File: src/common/dpr_pkg.sv
// constants, state types and register layout for the debug power/reset handshake
//------------------------------------------------------------------------------
// Summary of operation
// - system power and clocks up, then acknowledge
// - system acknowledge stays high while request high
// - system request only with debug request set
// - emulate system-domain power-down for non-debug logic
// - acknowledge even when domain already powered
// - access-port transfers only when debug request+ack
// - lowering request asks power removal; ack follows
// - acknowledges low from reset, rise on request
// - graceful power-down unless others need power
// - re-request only after acknowledge reads low
// - conflicting power-down completes but power stays
// - no handshake scheme: ack tied to request
// - single domain: looped system ack, generated debug
// - reset request bit 26, acknowledge bit 27
// - debug reset hits access port, not debug port
// - reset done raises reset acknowledge
// - debugger polls ack, then clears reset request
// - request falls, reset acknowledge falls
// - reset request held until acknowledge rises
// - reset ignored for powered-down components
// - always-on request bits writable any time
// - power request/ack bits 28 to 31
//------------------------------------------------------------------------------
package dpr_pkg;
  // register map
  localparam logic [31:0] ADDR_CTRL_STAT = 32'h0000_0000;
  localparam int          ADDR_LSB       = 2;
  localparam int          BIT_RST_REQ    = 26;
  localparam int          BIT_RST_ACK    = 27;
  localparam int          BIT_DBG_REQ    = 28;
  localparam int          BIT_DBG_ACK    = 29;
  localparam int          BIT_SYS_REQ    = 30;
  localparam int          BIT_SYS_ACK    = 31;
  localparam logic [31:0] CTRL_STAT_RST  = 32'h0000_0000;
  // ahb encodings
  localparam logic [1:0]  HTRANS_NONSEQ  = 2'h2;
  localparam logic [1:0]  HRESP_OKAY     = 2'h0;
  // domain and handshake indices
  localparam int          DOM_DBG        = 0;
  localparam int          DOM_SYS        = 1;
  localparam int          HS_RST         = 2;
  localparam int          NUM_DOM        = 2;
  localparam int          NUM_HS         = 3;
  // debug reset pulse width
  localparam int          CLK_PERIOD_NS  = 20;
  localparam int          RST_PULSE_NS   = 100;
  localparam int          RST_CYC        = (RST_PULSE_NS + CLK_PERIOD_NS - 1) / CLK_PERIOD_NS;
  localparam int          CNT_W          = 4;
  localparam logic [CNT_W-1:0] CNT_ZERO  = 4'h0;
  localparam logic [CNT_W-1:0] CNT_LOAD  = 4'(RST_CYC - 1);

  typedef enum logic [1:0] {
    PW_OFF,
    PW_UP,
    PW_ON,
    PW_DOWN
  } dpr_pwr_e;

  typedef enum logic [1:0] {
    RS_IDLE,
    RS_PULSE,
    RS_ACK,
    RS_REFUSE
  } dpr_rst_e;
endpackage : dpr_pkg

File: src/common/dpr_link_if.sv
// request/acknowledge wires between the debug port and the power/reset controller
`timescale 1ns/1ps
interface dpr_link_if;
  logic sys_domain_power_request;
  logic sys_domain_power_ack;
  logic dbg_domain_power_request;
  logic dbg_domain_power_ack;
  logic dbg_domain_reset_request;
  logic dbg_domain_reset_ack;

  modport port_end (
    output sys_domain_power_request,
    output dbg_domain_power_request,
    output dbg_domain_reset_request,
    input  sys_domain_power_ack,
    input  dbg_domain_power_ack,
    input  dbg_domain_reset_ack
  );

  modport ctl_end (
    input  sys_domain_power_request,
    input  dbg_domain_power_request,
    input  dbg_domain_reset_request,
    output sys_domain_power_ack,
    output dbg_domain_power_ack,
    output dbg_domain_reset_ack
  );
endinterface : dpr_link_if

File: src/logic/dpr_ctl_end.sv
// power, clock and reset controller end of the debug handshake
`timescale 1ns/1ps
module dpr_ctl_end (
  // clock and reset
  input  wire logic                  hclk,
  input  wire logic                  hresetn,
  // configuration straps
  input  wire logic                  tie_off_mode,
  input  wire logic                  single_domain,
  input  wire logic                  reset_block,
  // power rails
  input  wire logic [1:0]            rail_good,
  output logic      [1:0]            rail_en,
  output logic      [1:0]            domain_clk_en,
  // other requesters
  input  wire logic [1:0]            keep_power,
  input  wire logic [1:0]            other_lowpower_req,
  output logic      [1:0]            other_lowpower_ack,
  output logic      [1:0]            lowpower_emulated,
  // debug domain reset
  output logic                       dbg_reset_n,
  // link
  dpr_link_if.ctl_end                link
);
  //----------------------------------------------------------------------------
  // state
  //----------------------------------------------------------------------------
  typedef struct packed {
    logic [dpr_pkg::NUM_HS-1:0]   s1;
    logic [dpr_pkg::NUM_HS-1:0]   s2;
    dpr_pkg::dpr_pwr_e [1:0]      pst;
    logic [1:0]                   lp_ack;
    dpr_pkg::dpr_rst_e            rst;
    logic                         rst_hit;
    logic [dpr_pkg::CNT_W-1:0]    cnt;
    logic [1:0]                   clk_en;
    logic [1:0]                   lp_emu;
    logic                         rst_n;
  } dpr_ctl_s;

  dpr_ctl_s q_r;
  dpr_ctl_s q_nxt;

  logic [dpr_pkg::NUM_HS-1:0] req_raw;
  logic [1:0]                 good;
  logic [1:0]                 hold;
  logic [1:0]                 fsm_ack;
  logic                       dbg_powered;

  //----------------------------------------------------------------------------
  // link inputs
  //----------------------------------------------------------------------------
  // requests come from another domain: the state machines decode only the second flop stage
  assign req_raw = {link.dbg_domain_reset_request, link.sys_domain_power_request,
                    link.dbg_domain_power_request};

  //----------------------------------------------------------------------------
  // helpers
  //----------------------------------------------------------------------------
  function automatic logic is_on(input dpr_pkg::dpr_pwr_e s);
    is_on = (s == dpr_pkg::PW_ON);
  endfunction : is_on

  function automatic logic is_held(input dpr_pkg::dpr_pwr_e s);
    is_held = (s == dpr_pkg::PW_UP) || (s == dpr_pkg::PW_ON);
  endfunction : is_held

  // shared-rail builds power the debug logic from the system domain
  function automatic logic dbg_is_up(input dpr_pkg::dpr_pwr_e [1:0] p, input logic shared);
    dbg_is_up = is_on(p[dpr_pkg::DOM_DBG]) || (shared && is_on(p[dpr_pkg::DOM_SYS]));
  endfunction : dbg_is_up

  //----------------------------------------------------------------------------
  // rail and domain decode
  //----------------------------------------------------------------------------
  always_comb begin
    // with one shared rail the debug side waits on the system rail
    good[dpr_pkg::DOM_SYS] = rail_good[dpr_pkg::DOM_SYS];
    good[dpr_pkg::DOM_DBG] = single_domain ? rail_good[dpr_pkg::DOM_SYS]
                                           : rail_good[dpr_pkg::DOM_DBG];
    for (int i = 0; i < dpr_pkg::NUM_DOM; i++) begin
      hold[i]    = is_held(q_r.pst[i]);
      fsm_ack[i] = is_on(q_r.pst[i]);
    end
    // a held rail ignores other low-power requests; otherwise they win over keep
    rail_en[dpr_pkg::DOM_DBG] = !single_domain &&
      (hold[dpr_pkg::DOM_DBG] ||
       (keep_power[dpr_pkg::DOM_DBG] && !other_lowpower_req[dpr_pkg::DOM_DBG]));
    rail_en[dpr_pkg::DOM_SYS] = hold[dpr_pkg::DOM_SYS] ||
      (single_domain && hold[dpr_pkg::DOM_DBG]) ||
      (keep_power[dpr_pkg::DOM_SYS] && !other_lowpower_req[dpr_pkg::DOM_SYS]);
    dbg_powered   = dbg_is_up(q_r.pst, single_domain);
  end

  //----------------------------------------------------------------------------
  // next state
  //----------------------------------------------------------------------------
  always_comb begin
    q_nxt    = q_r;
    q_nxt.s1 = req_raw;
    q_nxt.s2 = q_r.s1;
    // power handshake, one machine per domain
    for (int i = 0; i < dpr_pkg::NUM_DOM; i++) begin
      case (q_r.pst[i])
        dpr_pkg::PW_OFF: begin
          if (q_r.s2[i]) begin
            q_nxt.pst[i] = dpr_pkg::PW_UP;
          end
        end
        dpr_pkg::PW_UP: begin
          // an already-good rail passes straight through; a withdrawn request
          // goes back to off so the ack never rises unasked
          if (!q_r.s2[i]) begin
            q_nxt.pst[i] = dpr_pkg::PW_OFF;
          end else if (good[i]) begin
            q_nxt.pst[i] = dpr_pkg::PW_ON;
          end
        end
        dpr_pkg::PW_ON: begin
          if (!q_r.s2[i]) begin
            q_nxt.pst[i] = dpr_pkg::PW_DOWN;
          end
        end
        dpr_pkg::PW_DOWN: begin
          // ack already low here; a new request must wait for it to be seen low
          q_nxt.pst[i] = dpr_pkg::PW_OFF;
        end
        default: begin
          q_nxt.pst[i] = dpr_pkg::PW_OFF;
        end
      endcase
    end
    // other requesters always get their handshake completed
    q_nxt.lp_ack = other_lowpower_req;
    // debug reset handshake
    case (q_r.rst)
      dpr_pkg::RS_IDLE: begin
        if (q_r.s2[dpr_pkg::HS_RST]) begin
          if (reset_block) begin
            q_nxt.rst = dpr_pkg::RS_REFUSE;
          end else begin
            q_nxt.rst     = dpr_pkg::RS_PULSE;
            q_nxt.cnt     = dpr_pkg::CNT_LOAD;
            q_nxt.rst_hit = dbg_powered;
          end
        end
      end
      dpr_pkg::RS_PULSE: begin
        if (q_r.cnt == dpr_pkg::CNT_ZERO) begin
          q_nxt.rst = dpr_pkg::RS_ACK;
        end else begin
          q_nxt.cnt = q_r.cnt - 1'b1;
        end
      end
      dpr_pkg::RS_ACK: begin
        if (!q_r.s2[dpr_pkg::HS_RST]) begin
          q_nxt.rst = dpr_pkg::RS_IDLE;
        end
      end
      dpr_pkg::RS_REFUSE: begin
        // a blocked reset keeps the ack low until the request is withdrawn
        if (!q_r.s2[dpr_pkg::HS_RST]) begin
          q_nxt.rst = dpr_pkg::RS_IDLE;
        end
      end
      default: begin
        q_nxt.rst = dpr_pkg::RS_IDLE;
      end
    endcase
    // reset, clock gate and emulation flag come from flops:
    // a decode of the state would glitch them
    q_nxt.rst_n = dbg_is_up(q_nxt.pst, single_domain) &&
                  !(q_nxt.rst == dpr_pkg::RS_PULSE && q_nxt.rst_hit);
    for (int i = 0; i < dpr_pkg::NUM_DOM; i++) begin
      q_nxt.clk_en[i] = is_on(q_nxt.pst[i]);
      q_nxt.lp_emu[i] = q_nxt.lp_ack[i] && is_held(q_nxt.pst[i]);
    end
  end

  always_ff @(posedge hclk or negedge hresetn) begin
    if (!hresetn) begin
      q_r <= '0;
    end else begin
      q_r <= q_nxt;
    end
  end

  //----------------------------------------------------------------------------
  // outputs
  //----------------------------------------------------------------------------
  assign other_lowpower_ack = q_r.lp_ack;
  assign lowpower_emulated  = q_r.lp_emu;
  // clocks only run once the domain is acknowledged as up
  assign domain_clk_en      = q_r.clk_en;
  // access port held in reset while its domain is down, and during the pulse
  assign dbg_reset_n        = q_r.rst_n;
  // combinational loop-back keeps the tie-off ack immediate on both edges
  assign link.dbg_domain_power_ack = tie_off_mode ? link.dbg_domain_power_request
                                                  : fsm_ack[dpr_pkg::DOM_DBG];
  assign link.sys_domain_power_ack = (tie_off_mode || single_domain)
                                   ? link.sys_domain_power_request
                                   : fsm_ack[dpr_pkg::DOM_SYS];
  // ack stays low in tie-off mode so a debugger can time out
  assign link.dbg_domain_reset_ack = !tie_off_mode &&
                                     (q_r.rst == dpr_pkg::RS_ACK);
endmodule : dpr_ctl_end

File: src/flat_wrapper.sv
// flat-port wrapper written by rule: the top's interface ports become plain ports
module dpr_ctl_end_flat 
  (hclk, hresetn, tie_off_mode, single_domain, reset_block, rail_good, rail_en, domain_clk_en, keep_power, other_lowpower_req, other_lowpower_ack, lowpower_emulated, dbg_reset_n, link_sys_domain_power_request, link_dbg_domain_power_request, link_dbg_domain_reset_request, link_sys_domain_power_ack, link_dbg_domain_power_ack, link_dbg_domain_reset_ack);
  dpr_link_if link_i ();
  input  wire logic hclk;
  input  wire logic hresetn;
  input  wire logic tie_off_mode;
  input  wire logic single_domain;
  input  wire logic reset_block;
  input  wire logic [1:0] rail_good;
  output logic      [1:0] rail_en;
  output logic      [1:0] domain_clk_en;
  input  wire logic [1:0] keep_power;
  input  wire logic [1:0] other_lowpower_req;
  output logic      [1:0] other_lowpower_ack;
  output logic      [1:0] lowpower_emulated;
  output logic dbg_reset_n;
  input wire logic [$bits(link_i.sys_domain_power_request)-1:0] link_sys_domain_power_request;
  input wire logic [$bits(link_i.dbg_domain_power_request)-1:0] link_dbg_domain_power_request;
  input wire logic [$bits(link_i.dbg_domain_reset_request)-1:0] link_dbg_domain_reset_request;
  output wire logic [$bits(link_i.sys_domain_power_ack)-1:0] link_sys_domain_power_ack;
  output wire logic [$bits(link_i.dbg_domain_power_ack)-1:0] link_dbg_domain_power_ack;
  output wire logic [$bits(link_i.dbg_domain_reset_ack)-1:0] link_dbg_domain_reset_ack;
  assign link_i.sys_domain_power_request = link_sys_domain_power_request;
  assign link_i.dbg_domain_power_request = link_dbg_domain_power_request;
  assign link_i.dbg_domain_reset_request = link_dbg_domain_reset_request;
  assign link_sys_domain_power_ack = link_i.sys_domain_power_ack;
  assign link_dbg_domain_power_ack = link_i.dbg_domain_power_ack;
  assign link_dbg_domain_reset_ack = link_i.dbg_domain_reset_ack;
  dpr_ctl_end u_core (.hclk(hclk), .hresetn(hresetn), .tie_off_mode(tie_off_mode), .single_domain(single_domain), .reset_block(reset_block), .rail_good(rail_good), .rail_en(rail_en), .domain_clk_en(domain_clk_en), .keep_power(keep_power), .other_lowpower_req(other_lowpower_req), .other_lowpower_ack(other_lowpower_ack), .lowpower_emulated(lowpower_emulated), .dbg_reset_n(dbg_reset_n), .link(link_i));
endmodule
File: config.mk
export PLATFORM = sky130hd
export DESIGN_NAME = dpr_ctl_end_flat
export DESIGN_NICKNAME = d
export VERILOG_FILES = /design/src/common/dpr_pkg.sv /design/src/common/dpr_link_if.sv /design/src/logic/dpr_ctl_end.sv /design/src/flat_wrapper.sv
export SDC_FILE = /design/constraint.sdc
export NUM_CORES = 1
export LEC_CHECK = 0
export BUFFER_PORTS_ARGS = -buffer_cell sky130_fd_sc_hd__buf_4
export CORE_ASPECT_RATIO = 0.8
export CORE_MARGIN = 4
export CORE_UTILIZATION = 30
export DETAILED_ROUTE_END_ITERATION = 10
export PLACE_DENSITY = 0.48
export SYNTH_ARGS = -nofsm -noshare
export SYNTH_HDL_FRONTEND = slang
export SYNTH_SLANG_ARGS = --single-unit
File: constraint.sdc
create_clock -name hclk -period 1.5 [get_ports hclk]
set_clock_uncertainty 0.1 [all_clocks]
set_input_delay 0.15 -clock hclk [delete_from_list [all_inputs] [get_ports hclk]]
set_output_delay 0.15 -clock hclk [all_outputs]
set_load 0.01 [all_outputs]
-- Word level (Yosys, flattened, before mapping)
Index checks and enable logic that the tools add are counted.
- register bits: 24
- input bits: 14
- word-level logic and storage cells: 84
- reduce and logical (&&, ||, !) cells: 33
- add/subtract/negate cells: 1
- multiplexer cells: 22
- eq/ne operators: 17
- operators with widths (operator ; number):
    $mux W2 ; 11
    $eq A2 B2 Y1 const B ; 8
    $pmux W2 S4 ; 2
    $eq A2 B1 Y1 const B ; 6
    $logic_and A1 B1 Y1 ; 11
    $logic_or A1 B1 Y1 ; 10
    $pmux W4 S2 ; 1
    $mux W7 ; 1
    $logic_not A2 Y1 ; 3
    $pmux W2 S3 ; 1
    $logic_not A1 Y1 ; 5
    $mux W5 ; 1
    $logic_not A4 Y1 ; 1
    $mux W1 ; 4
    $mux W4 ; 1
    $ne A2 B2 Y1 const B ; 2
    $reduce_and A4 Y1 ; 1
    $sub A4 B1 Y4 const B ; 1
    $ne A2 B1 Y1 const B ; 1
    $reduce_bool A2 Y1 ; 1
    $reduce_or A2 Y1 ; 1

-- Longest topological paths before layout
Gate-level depths: netlist of run 1.
- depth in word-level cells: 10
- mapped depth: 9
- gate-level depth less buffers: 9

-- Least setup slack after synthesis of run 1
Ideal clock, no wire load.
- kind: reg2reg
- start point: register u_core.q_r[16] in the netlist's numbering
- end point: register u_core.q_r, in the netlist u_core.dbg_reset_n
- cell stages (with the launch flop): 9
- period minus slack after synthesis: 1633 ps
- arrival time: 1408 ps
- setup time: 126 ps
- slack: -133 ps
- data required time: 1274 ps
- path buffers: 0
- path through: dfrtp_1 -> inv_1 -> ha_1 -> nor2_1 -> a21oi_1 -> o22ai_1 -> ha_1 -> a21oi_1 -> a21oi_2
- RTL lines (what ; line ; RTL):
    start, declared ; dpr_ctl_end.sv:41 ; dpr_ctl_s q_r;
    start signal, assigned ; dpr_ctl_end.sv:184 ; q_r <= q_nxt;

-- Worst setup path after layout of run 1
- start point: register u_core.q_r[17] in the netlist's numbering
- end point: output port link_sys_domain_power_ack
- cells in the longest elaborated chain, start to end: 2
- ends and longest elaborated chain (what ; line ; RTL):
    $eq A2 B2 Y1 ; dpr_ctl_end.sv:61 ; is_on = (s == dpr_pkg::PW_ON);
    $mux W1 ; dpr_ctl_end.sv:201 ; ? link.sys_domain_power_request
    end, declared ; flat_wrapper.sv:21 ; output wire logic [$bits(link_i.sys_domain_power_ack)-1:0] link_sys_domain_power_ack;
No other way between the ends.

==> summary.md, run 1 <==
| Metric | Value |
|---|---|
| DP Area | `1630 um^2` |
| Initial antenna violation count | `0` |
| Worst setup path category | `reg -> out` |
| Worst path buffer plus inverter count | `2` |
| Outcome | `finished, violations left` |
| Die area | `5150 um^2` |
| Post-synth top area share | `0.493` |
| Pwr Total | `4.13 mW` |
| Hold Violations, Final | `0` |
| DR vias/cell | `4.45` |
| GR Overflow Total | `0` |
| Final worst-path cycle share | `1.11` |
| Vias in the first global route | `1044` |
| Worst vdd ir | `0.000852 V` |
| Yosys warns | `0` |
| Worst slew pin tran | `0.333 ns` |
| Placed Instances | `206` |
| Synth-to-layout area growth | `69.3%` |
| Max cap viols | `0` |
| Root buf cell | `clkbuf_8` |
| Worst-skew pair later-pin latency | `0.26 ns` |
| Max Slew Vio Count | `0` |
| Total number of vias | `1033` |
| Final core occ | `0.535` |
| Tot GR Track Use | `0.123` |
| Rows | `20` |
| Post-synth ARST share | `1.00` |
| Critical Path Most Common Cell | `buf_6` |
| # DRC | `0` |
| Routed wire per std cell | `13.1 um` |
| RSZ-0062 raised after global routing | `yes` |
| P per Cell Area | `2000 nW/um^2` |
| Worst hold slack | `0.106 ns` |
| CP endpoint kind | `primary output` |
| H-tree Lvls | `1` |
| Stages on the worst setup path | `4` |
| Die width | `79.3 um` |
| WP data arrival | `1.42 ns` |
| DRT antenna net count | `0` |
| Core Area | `3850 um^2` |
| Dominant synthesized flop cell | `dfrtp_1` |
| Post-Route WL | `3030 um` |
| Initial Utilization | `0.316` |
| Crit-path max cell delay | `0.47 ns` |
| Synth area leader | `dfrtp_1` |
| Hold Crit Class | `in -> reg` |
| Setup crit start kind | `flop` |
| Reg2Reg Depth | `8` |
| Synth Instances | `113` |
| GP Congestion | `0.866` |
| I/O Buffers | `25` |
| Die span in y | `65.0 um` |
| Design area | `2060 um^2` |
| Non-Filler Instances | `232` |
| F_max | `600 MHz` |
| Top cells by count, synth | `dfrtp_1, a21oi_1, inv_1, ha_1, o21ai_0` |
| Nets | `202` |
| Total CTS buffers | `3` |
| Syn Area/Cell | `10.8 um^2` |
| Number of synthesized flops with an enable pin | `0` |
| Proportion of layout cells with a drive suffix above 1 | `0.610` |
| Io pins | `26` |
| First-pass GRT wire length | `5000 um` |
| Max_slew headroom | `0.777` |
| Critical Path Slowest Stage Cell | `dfrtp_2` |
| Synth Cell Area | `1220 um^2` |
| Post-detailed-placement half-perimeter wirelength | `2080 um` |
| Clk buf depth | `2` |
| Crit-path cells | `ha_4, buf_6, mux2_4, buf_6` |
| Kind of cell adding the most delay to the critical path | `flip-flops` |
| Synth top area cells | `dfrtp_1, ha_1, a21oi_1` |
| Synthesized Nets | `137` |
| Drt pass-1 iters | `4` |
| Clk sink count | `24` |
| Register area share after synthesis | `0.493` |
| Leakage power | `0.942 nW` |
| Worst-path fanout max | `4` |
| Period minus WS final | `1.67 ns` |
| Hold depth | `3` |
| Setup TNS | `-1.46 ns` |
| Drt first-iter violations | `27` |
| Reg clk slew, reported paths | `0.07 ns` |
| Number of diodes | `0` |
| Cell variety after synth | `32` |
| Final Setup Violations | `14` |
| Worst EP required | `1.25 ns` |
| Post-Place Worst Slack | `-0.217 ns` |
| Yosys reg bits | `24` |
| Min setup slack post-route | `-0.167 ns` |
| Failing checks | `setup timing` |
| Pin count of the biggest net entering global routing | `25` |
| CTS tree | `yes` |
| Most common cell in the synthesized netlist | `dfrtp_1` |
-- layout make-up --
class / count / area [um^2]
Timing Repair Buffer: 67 / 556
Sequential cell: 24 / 603
Inverter: 12 / 50.0
Fill cell: 346 / 1790
Tap cell: 55 / 68.8
Clock buffer: 4 / 55.1
Multi-Input combinational cell: 70 / 731
-- worst register-to-register path: cells and delay by family, from the launching register on --
family          cells  cell delay (ns)
compound gates      4             0.41
fa+ha+maj           2             0.39
buf+inv             1             0.10
flops               1             0.47
simple gates        1             0.06
-- cells in the final DEF, fill, tap and decap left out, types with 2 or more instances in the layout --
cell type      synthesis  routed
mux2_4                 0       2
nand2_1                6       6
dfrtp_1               24      22
o22ai_2                1       3
clkbuf_8               0       4
nor2b_1                3       3
mux2i_1                3       3
o21ai_1                1       4
inv_1                 11       4
o21ai_0                7       3
nand3_1                2       2
dfrtp_2                0       2
a21oi_2                1       7
ha_4                   0       8
buf_4                  6      51
dlygate4sd3_1          0       6
ha_2                   0       2
inv_2                  1       6
nor2_1                 5       4
buf_6                  0      10
inv_4                  0       2
a21oi_1               11       4
-- registers in the layout, summed over array words and instances, names as in the netlist --
register,count
u_core.q_nxt,3
u_core.dbg_reset_n,1
u_core.lowpower_emulated,2
u_core.q_r,14
u_core.other_lowpower_ack,2
u_core.domain_clk_en,2
-- path summary, 6_finish.rpt --
| kind | from | to | slack (ns) |
|---|---|---|---|
| max | u_core.q_r[17] | link_sys_domain_power_ack | -0.17 |
| min | reset_block | u_core.q_r[8] | 0.11 |
| max reg2reg | u_core.q_r[17] | u_core.dbg_reset_n | -0.15 |
| min reg2reg | u_core.q_nxt[19] | u_core.q_r[19] | 0.25 |
| max in group asynchronous | hresetn | u_core.q_r[17] | 0.82 |
| min in group asynchronous | hresetn | u_core.q_r[7] | 0.22 |
-- timing repair --
action                                  in CTS  in global routing
hold buffers                                 6                  0
hold endpoints to repair                    29                  0
setup buffers                                9                  8
resized for setup                           32                 15
pin swaps                                   10                  9
endpoints found under the setup margin      13                 16
-- layer usage --
layer  vias up  wire [um]  track usage
met3         2        162       0.0403
met1       494       1470        0.165
met4         0         18       0.0258
li1        516          -            -
met2        21       1380        0.193
met5         -          0            0
-- power by group --
group,switching (mW),internal (mW),leakage [nW]
logic,1.13,1.52,0.619
clock network,0.188,0.234,0.0288
registers,0.201,0.861,0.295
total,1.52,2.62,0.942
-- cell families (layout without fill, tap and decap cells) --
group / count (synthesis) / count (layout) / share of synthesized area
mux: 5 / 5 / 0.0431
simple gates: 24 / 24 / 0.126
compound gates: 31 / 31 / 0.157
flops: 24 / 24 / 0.493
buf+inv: 19 / 83 / 0.0780
fa+ha+maj: 10 / 10 / 0.103
No activity file was read; power rests on OpenSTA's default activity.
==> inputs of run 2 (changes only) <==
==> constraint.sdc (replaced) <==
create_clock -name hclk -period 1.5 [get_ports hclk]
set_clock_uncertainty 0.1 [all_clocks]
set_input_delay 0.075 -clock hclk [delete_from_list [all_inputs] [get_ports hclk]]
set_output_delay 0.075 -clock hclk [all_outputs]
set_load 0.01 [all_outputs]
==> summary.md, run 2 (synthesis gave the netlist of run 1 again) <==
| Metric | Value |
|---|---|
| Outcome | `finished, violations left (unchanged)` |
| Failing checks | `setup timing (unchanged)` |
| Io pins | `26 (unchanged)` |
| Placed Instances | `208 (was 206)` |
| Crit-path cells | `inv_2, ha_4, a21boi_1, o21ai_1, o31ai_1, ha_1, a21oi_2, a21oi_2 (was ha_4, buf_6, mux2_4, buf_6)` |
| Worst-path fanout max | `3 (was 4)` |
| Critical Path Most Common Cell | `a21oi_2 (was buf_6)` |
| Hold Violations, Final | `0 (unchanged)` |
| RSZ-0062 raised after global routing | `yes (unchanged)` |
| First-pass GRT wire length | `4710 um (was 5000 um)` |
| Drt first-iter violations | `30 (was 27)` |
| Worst path buffer plus inverter count | `1 (was 2)` |
| Sequential Area | `604 um^2 (was 603 um^2)` |
| Number of diodes | `0 (unchanged)` |
| Max reg flops | `14 (unchanged)` |
| Critical Path Slowest Stage Cell | `dfrtp_1 (was dfrtp_2)` |
| Final Setup Violations | `11 (was 14)` |
| Reg-to-Reg Start | `u_core.q_r[14] (was u_core.q_r[17])` |
| Reg clk slew, reported paths | `0.08 ns (was 0.07 ns)` |
| DP Area | `1640 um^2 (was 1630 um^2)` |
| Root buf cell | `clkbuf_8 (unchanged)` |
| Stages on the worst setup path | `8 (was 4)` |
| Crit-path max cell delay | `0.39 ns (was 0.47 ns)` |
| Final core occ | `0.513 (was 0.535)` |
| Min setup slack post-route | `-0.140 ns (was -0.167 ns)` |
| GR Overflow Total | `0 (unchanged)` |
| Die area | `5150 um^2 (unchanged)` |
| Rows | `20 (unchanged)` |
| Worst-skew pair later-pin latency | `0.26 ns (about the same)` |
| Clk buf depth | `2 (unchanged)` |
| Hold Crit Class | `in -> reg (unchanged)` |
| Core Area | `3850 um^2 (unchanged)` |
| DRT antenna net count | `0 (unchanged)` |
| Design area | `1980 um^2 (was 2060 um^2)` |
| Commonest non-fill, non-tap cell in the layout | `buf_4 (unchanged)` |
| Tot GR Track Use | `0.121 (was 0.123)` |
| Total CTS buffers | `3 (unchanged)` |
| GP Congestion | `0.928 (was 0.866)` |
| Clk sink count | `24 (unchanged)` |
| Total number of vias | `1020 (was 1033)` |
| I/O Buffers | `25 (unchanged)` |
| Reg2Reg Depth | `8 (unchanged)` |
| Worst vdd ir | `0.000876 V (was 0.000852 V)` |
| Drt pass-1 iters | `4 (unchanged)` |
| Vias in the first global route | `1015 (was 1044)` |
| Non-Filler Instances | `223 (was 232)` |
| H-tree Lvls | `1 (unchanged)` |
| CTS tree | `yes (unchanged)` |
| DR vias/cell | `4.57 (was 4.45)` |
| Post-detailed-placement half-perimeter wirelength | `2130 um (was 2080 um)` |
| Initial antenna violation count | `0 (unchanged)` |
| CP endpoint | `u_core.dbg_reset_n (was link_sys_domain_power_ack)` |
| Worst EP required | `1.55 ns (was 1.25 ns)` |
| Worst reg2reg path endpoint | `u_core.dbg_reset_n (unchanged)` |
| Worst setup path category | `reg -> reg (was reg -> out)` |
| Largest reg by FF count | `u_core.q_r (unchanged)` |
| CP endpoint kind | `flop (was primary output)` |
| Proportion of layout cells with a drive suffix above 1 | `0.589 (was 0.610)` |
| Worst reg2reg setup slack | `-0.14 ns (was -0.15 ns)` |
| Period minus WS final | `1.64 ns (was 1.67 ns)` |
| Synth-to-layout area growth | `62.2% (was 69.3%)` |
| Fillers | `354 (was 346)` |
| Pin count of the biggest net entering global routing | `25 (unchanged)` |
| Die span in y | `65.0 um (unchanged)` |
| Most frequent cells in the layout | `buf_4, dfrtp_1, buf_6, a21oi_2, ha_4 (was buf_4, dfrtp_1, buf_6, ha_4, a21oi_2)` |
| Critical path launch point | `u_core.q_r[14] (was u_core.q_r[17])` |
| Max cap viols | `0 (unchanged)` |
| Post-Route WL | `3010 um (was 3030 um)` |
| Final worst-path cycle share | `1.09 (was 1.11)` |
| F_max | `610 MHz (was 600 MHz)` |
| Kind of cell adding the most delay to the critical path | `compound AO/OA/AOI/OAI gates (was flip-flops)` |
| Setup crit start kind | `flop (unchanged)` |
| Leakage power | `0.893 nW (was 0.942 nW)` |
| Initial Utilization | `0.316 (unchanged)` |
| P per Cell Area | `1990 nW/um^2 (was 2000 nW/um^2)` |
| # DRC | `0 (unchanged)` |
| Worst slew pin tran | `0.334 ns (was 0.333 ns)` |
| Multi-input gate area | `721 um^2 (was 731 um^2)` |
| Max Slew Vio Count | `0 (unchanged)` |
| Worst hold slack | `0.0315 ns (was 0.106 ns)` |
| WP data arrival | `1.69 ns (was 1.42 ns)` |
| Routed wire per std cell | `13.5 um (was 13.1 um)` |
| Nets | `194 (was 202)` |
| Die width | `79.3 um (unchanged)` |
| Max_slew headroom | `0.777 (about the same)` |
[run 2: stage by stage]
stage / power, mW / worst slack (ns) / setup TNS [ns]
final: 3.93 / -0.140 / -1.01
after floorplan: 2.12 / -0.0708 / -0.257
after CTS: 3.56 / -0.138 / -1.20
after global routing: 4.25 / -0.214 / -1.93
after global placement: 2.84 / -0.215 / -0.663
after detailed placement: 2.89 / -0.225 / -0.830
[run 2: power by group]
part | leakage [nW] | internal, mW | switching (mW)
sequential | 0.293 | 0.863 | 0.203
combinational | 0.578 | 1.40 | 1.09
clock | 0.0216 | 0.179 | 0.191
total | 0.893 | 2.44 | 1.49
[run 2: how the worst min path moves through the flow]
stage          slack [ns]         from            endpoint  depth (start not counted)
2_1_floorplan       -0.32      hresetn  u_core.dbg_reset_n                          0
6_report             0.03  reset_block       u_core.q_r[8]                          3
5_1_grt              0.05  reset_block       u_core.q_r[8]                          3
3_5_place_dp        -0.11      hresetn      u_core.q_r[10]                          1
3_3_place_gp        -0.10      hresetn      u_core.q_r[10]                          1
4_1_cts              0.04  reset_block       u_core.q_r[8]                          3
[run 2: timing repair]
action                                  CTS  global route
hold buffers                              6             0
endpoints found under the hold margin    31             0
pin swaps                                 6             7
endpoints found under the setup margin   12            16
cloned                                    0             0
gates resized for setup                  18            27
setup buffers                             6             1
[run 2: worst reg2reg max path: cells and delay by family (launching register included)]
family / cells / cell delay [ns]
adder cells (fa/ha/maj): 2 / 0.42
buffers and inverters: 1 / 0.09
AO/OA/AOI/OAI: 5 / 0.52
flip-flops: 1 / 0.39
[run 2: layout make-up]
cell class / count / share of cell area
multi-input combinational: 70 / 0.365
timing repair buffer: 59 / 0.249
clock buffer: 3 / 0.0209
inverter: 12 / 0.0253
sequential: 24 / 0.306
tap: 55 / 0.0348
[run 2: layer usage]
metal,vias up,global-route usage,wire length [um]
met5,-,0,0
met4,0,0.0515,102
met3,8,0.0444,182
met2,26,0.182,1390
met1,486,0.155,1330
li1,500,-,-
==> inputs of run 3 (changes only) <==
--- a/config.mk
+++ b/config.mk
@@ -14,3 +14,4 @@
 export SYNTH_ARGS = -nofsm -noshare
 export SYNTH_HDL_FRONTEND = slang
 export SYNTH_SLANG_ARGS = --single-unit
+export TNS_END_PERCENT = 5
==> summary.md, run 3 (synthesis gave the netlist of run 1 again) <==
| Metric | Value |
|---|---|
| H-tree Lvls | `1 (unchanged)` |
| Setup crit start kind | `flop (unchanged)` |
| I/O Buffers | `25 (unchanged)` |
| Clk sink count | `24 (unchanged)` |
| Core Area | `3850 um^2 (unchanged)` |
| Commonest non-fill, non-tap cell in the layout | `buf_4 (unchanged)` |
| Max reg flops | `14 (unchanged)` |
| Total CTS buffers | `3 (unchanged)` |
| Die span in y | `65.0 um (unchanged)` |
| Pin count of the biggest net entering global routing | `25 (unchanged)` |
| Worst setup path category | `reg -> reg (unchanged)` |
| Sequential share of power | `0.286 (was 0.271)` |
| P_sw | `1.35 mW (was 1.49 mW)` |
| DP Area | `1650 um^2 (was 1640 um^2)` |
| Worst vdd ir | `0.000827 V (was 0.000876 V)` |
| Clock share of power | `0.124 (was 0.094)` |
| Initial Utilization | `0.316 (unchanged)` |
| GR Overflow Total | `0 (unchanged)` |
| # DRC | `0 (unchanged)` |
| Design area | `1860 um^2 (was 1980 um^2)` |
| Worst-path fanout max | `3 (unchanged)` |
| Min setup slack post-route | `-0.162 ns (was -0.140 ns)` |
| Pwr Total | `3.64 mW (was 3.93 mW)` |
| DRT antenna net count | `0 (unchanged)` |
| Rows | `20 (unchanged)` |
| Logic pwr share | `0.590 (was 0.635)` |
| Proportion of layout cells with a drive suffix above 1 | `0.548 (was 0.589)` |
| Largest reg by FF count | `u_core.q_r (unchanged)` |
| Failing checks | `setup timing (unchanged)` |
| Die width | `79.3 um (unchanged)` |
| DR vias/cell | `4.57 (about the same)` |
| Synth-to-layout area growth | `52.7% (was 62.2%)` |
| First-pass GRT wire length | `5020 um (was 4710 um)` |
| Hold Violations, Final | `0 (unchanged)` |
| Reg clk slew, reported paths | `0.09 ns (was 0.08 ns)` |
| Final Setup Violations | `11 (unchanged)` |
| Switch share | `0.372 (was 0.379)` |
| Post-Route WL | `2920 um (was 3010 um)` |
| Tot GR Track Use | `0.125 (was 0.121)` |
| Root buf cell | `clkbuf_8 (unchanged)` |
| Clk buf depth | `2 (unchanged)` |
| Outcome | `finished, violations left (unchanged)` |
| Worst EP required | `1.61 ns (was 1.55 ns)` |
| Period minus WS final | `1.66 ns (was 1.64 ns)` |
| Number of diodes | `0 (unchanged)` |
| Max cap viols | `0 (unchanged)` |
| P per Cell Area | `1960 nW/um^2 (was 1990 nW/um^2)` |
| Max_slew headroom | `0.787 (was 0.777)` |
| F_max | `602 MHz (was 610 MHz)` |
| Most frequent cells in the layout | `buf_4, dfrtp_1, inv_2 (was buf_4, dfrtp_1, buf_6, a21oi_2, ha_4)` |
| Setup TNS | `-1.15 ns (was -1.01 ns)` |
| Final worst-path cycle share | `1.11 (was 1.09)` |
| Drt first-iter violations | `28 (was 30)` |
| Io pins | `26 (unchanged)` |
| CTS tree | `yes (unchanged)` |
| Total number of vias | `1011 (was 1020)` |
| Leakage power | `0.864 nW (was 0.893 nW)` |
| Max Slew Vio Count | `0 (unchanged)` |
| Hold Crit Class | `in -> reg (unchanged)` |
| WP data arrival | `1.77 ns (was 1.69 ns)` |
| Worst slew pin tran | `0.320 ns (was 0.334 ns)` |
| Drt pass-1 iters | `4 (unchanged)` |
| Vias in the first global route | `1088 (was 1015)` |
| Routed wire per std cell | `13.2 um (was 13.5 um)` |
| Post-detailed-placement half-perimeter wirelength | `2210 um (was 2130 um)` |
| Worst-skew pair later-pin latency | `0.27 ns (was 0.26 ns)` |
| Die area | `5150 um^2 (unchanged)` |
| Nets | `191 (was 194)` |
| Initial antenna violation count | `0 (unchanged)` |
| Cell internal pwr | `2.28 mW (was 2.44 mW)` |
| CP endpoint kind | `flop (unchanged)` |
| RSZ-0062 raised after global routing | `yes (unchanged)` |
| GP Congestion | `0.742 (was 0.928)` |
==> run 3: path summary, 6_finish.rpt <==
check	slack, ns	cells after the start	end	start
max	-0.16	7	u_core.lowpower_emulated[0]	u_core.q_r[14]
min	0.02	3	u_core.q_r[8]	reset_block
max reg2reg	-0.16	7	u_core.lowpower_emulated[0]	u_core.q_r[14]
min reg2reg	0.25	0	u_core.q_r[20]	u_core.q_nxt[20]
max in group asynchronous	0.90	2	u_core.q_r[10]	hresetn
min in group asynchronous	0.14	2	u_core.other_lowpower_ack[0]	hresetn
==> run 3: area by class of cell <==
type | instances | area, um^2
clock buffers | 4 | 55.1
fillers | 376 | 1990
inverters | 12 | 45.0
multi-input cells | 70 | 647
flip-flops and latches | 24 | 602
well taps | 55 | 68.8
repair buffers | 56 | 443
==> run 3: worst max-delay path, cell delays in order (launching register included) <==
cell and delay, ns:
dfrtp_1 0.41, inv_2 0.11, ha_4 0.14, inv_2 0.04, or3_1 0.34, o21ai_2 0.08
ha_2 0.28, nor2_1 0.09
==> run 3: repair_timing <==
action                                 CTS  global route
endpoints found under the hold margin   31             0
hold buffers                             6             0
resized for setup                       18             6
setup endpoints to repair               15            16
pin swaps                                4             4
buffers inserted                         0             2
==> run 3: power by group through the flow <==
stage	clock network, mW	logic (mW)	registers (mW)
floorplan	0	1.12	1.00
global placement	0	1.84	1.03
detailed placement	0	1.91	1.03
CTS	0.463	2.07	1.03
global route	0.479	2.37	1.08
finish	0.452	2.14	1.04
==> run 3: layer usage <==
metal | part of all wire | routed length, um | track usage
met1 | 0.47 | 1390 | 0.157
met5 | 0 | 0 | 0
met2 | 0.45 | 1320 | 0.197
met4 | 0.021 | 61 | 0.0536
met3 | 0.052 | 152 | 0.0403
==> run 3: metrics by stage <==
stage               worst slack, ns  utilization  hold WS [ns]  instances
detailed placement           -0.264        0.429       -0.0990        209
finish                       -0.162        0.483        0.0213        221
CTS                          -0.163        0.472       0.00630        219
global placement             -0.211        0.429        -0.102        209
global route                 -0.233        0.483        0.0192        221
floorplan                   -0.0708            -        -0.321        113
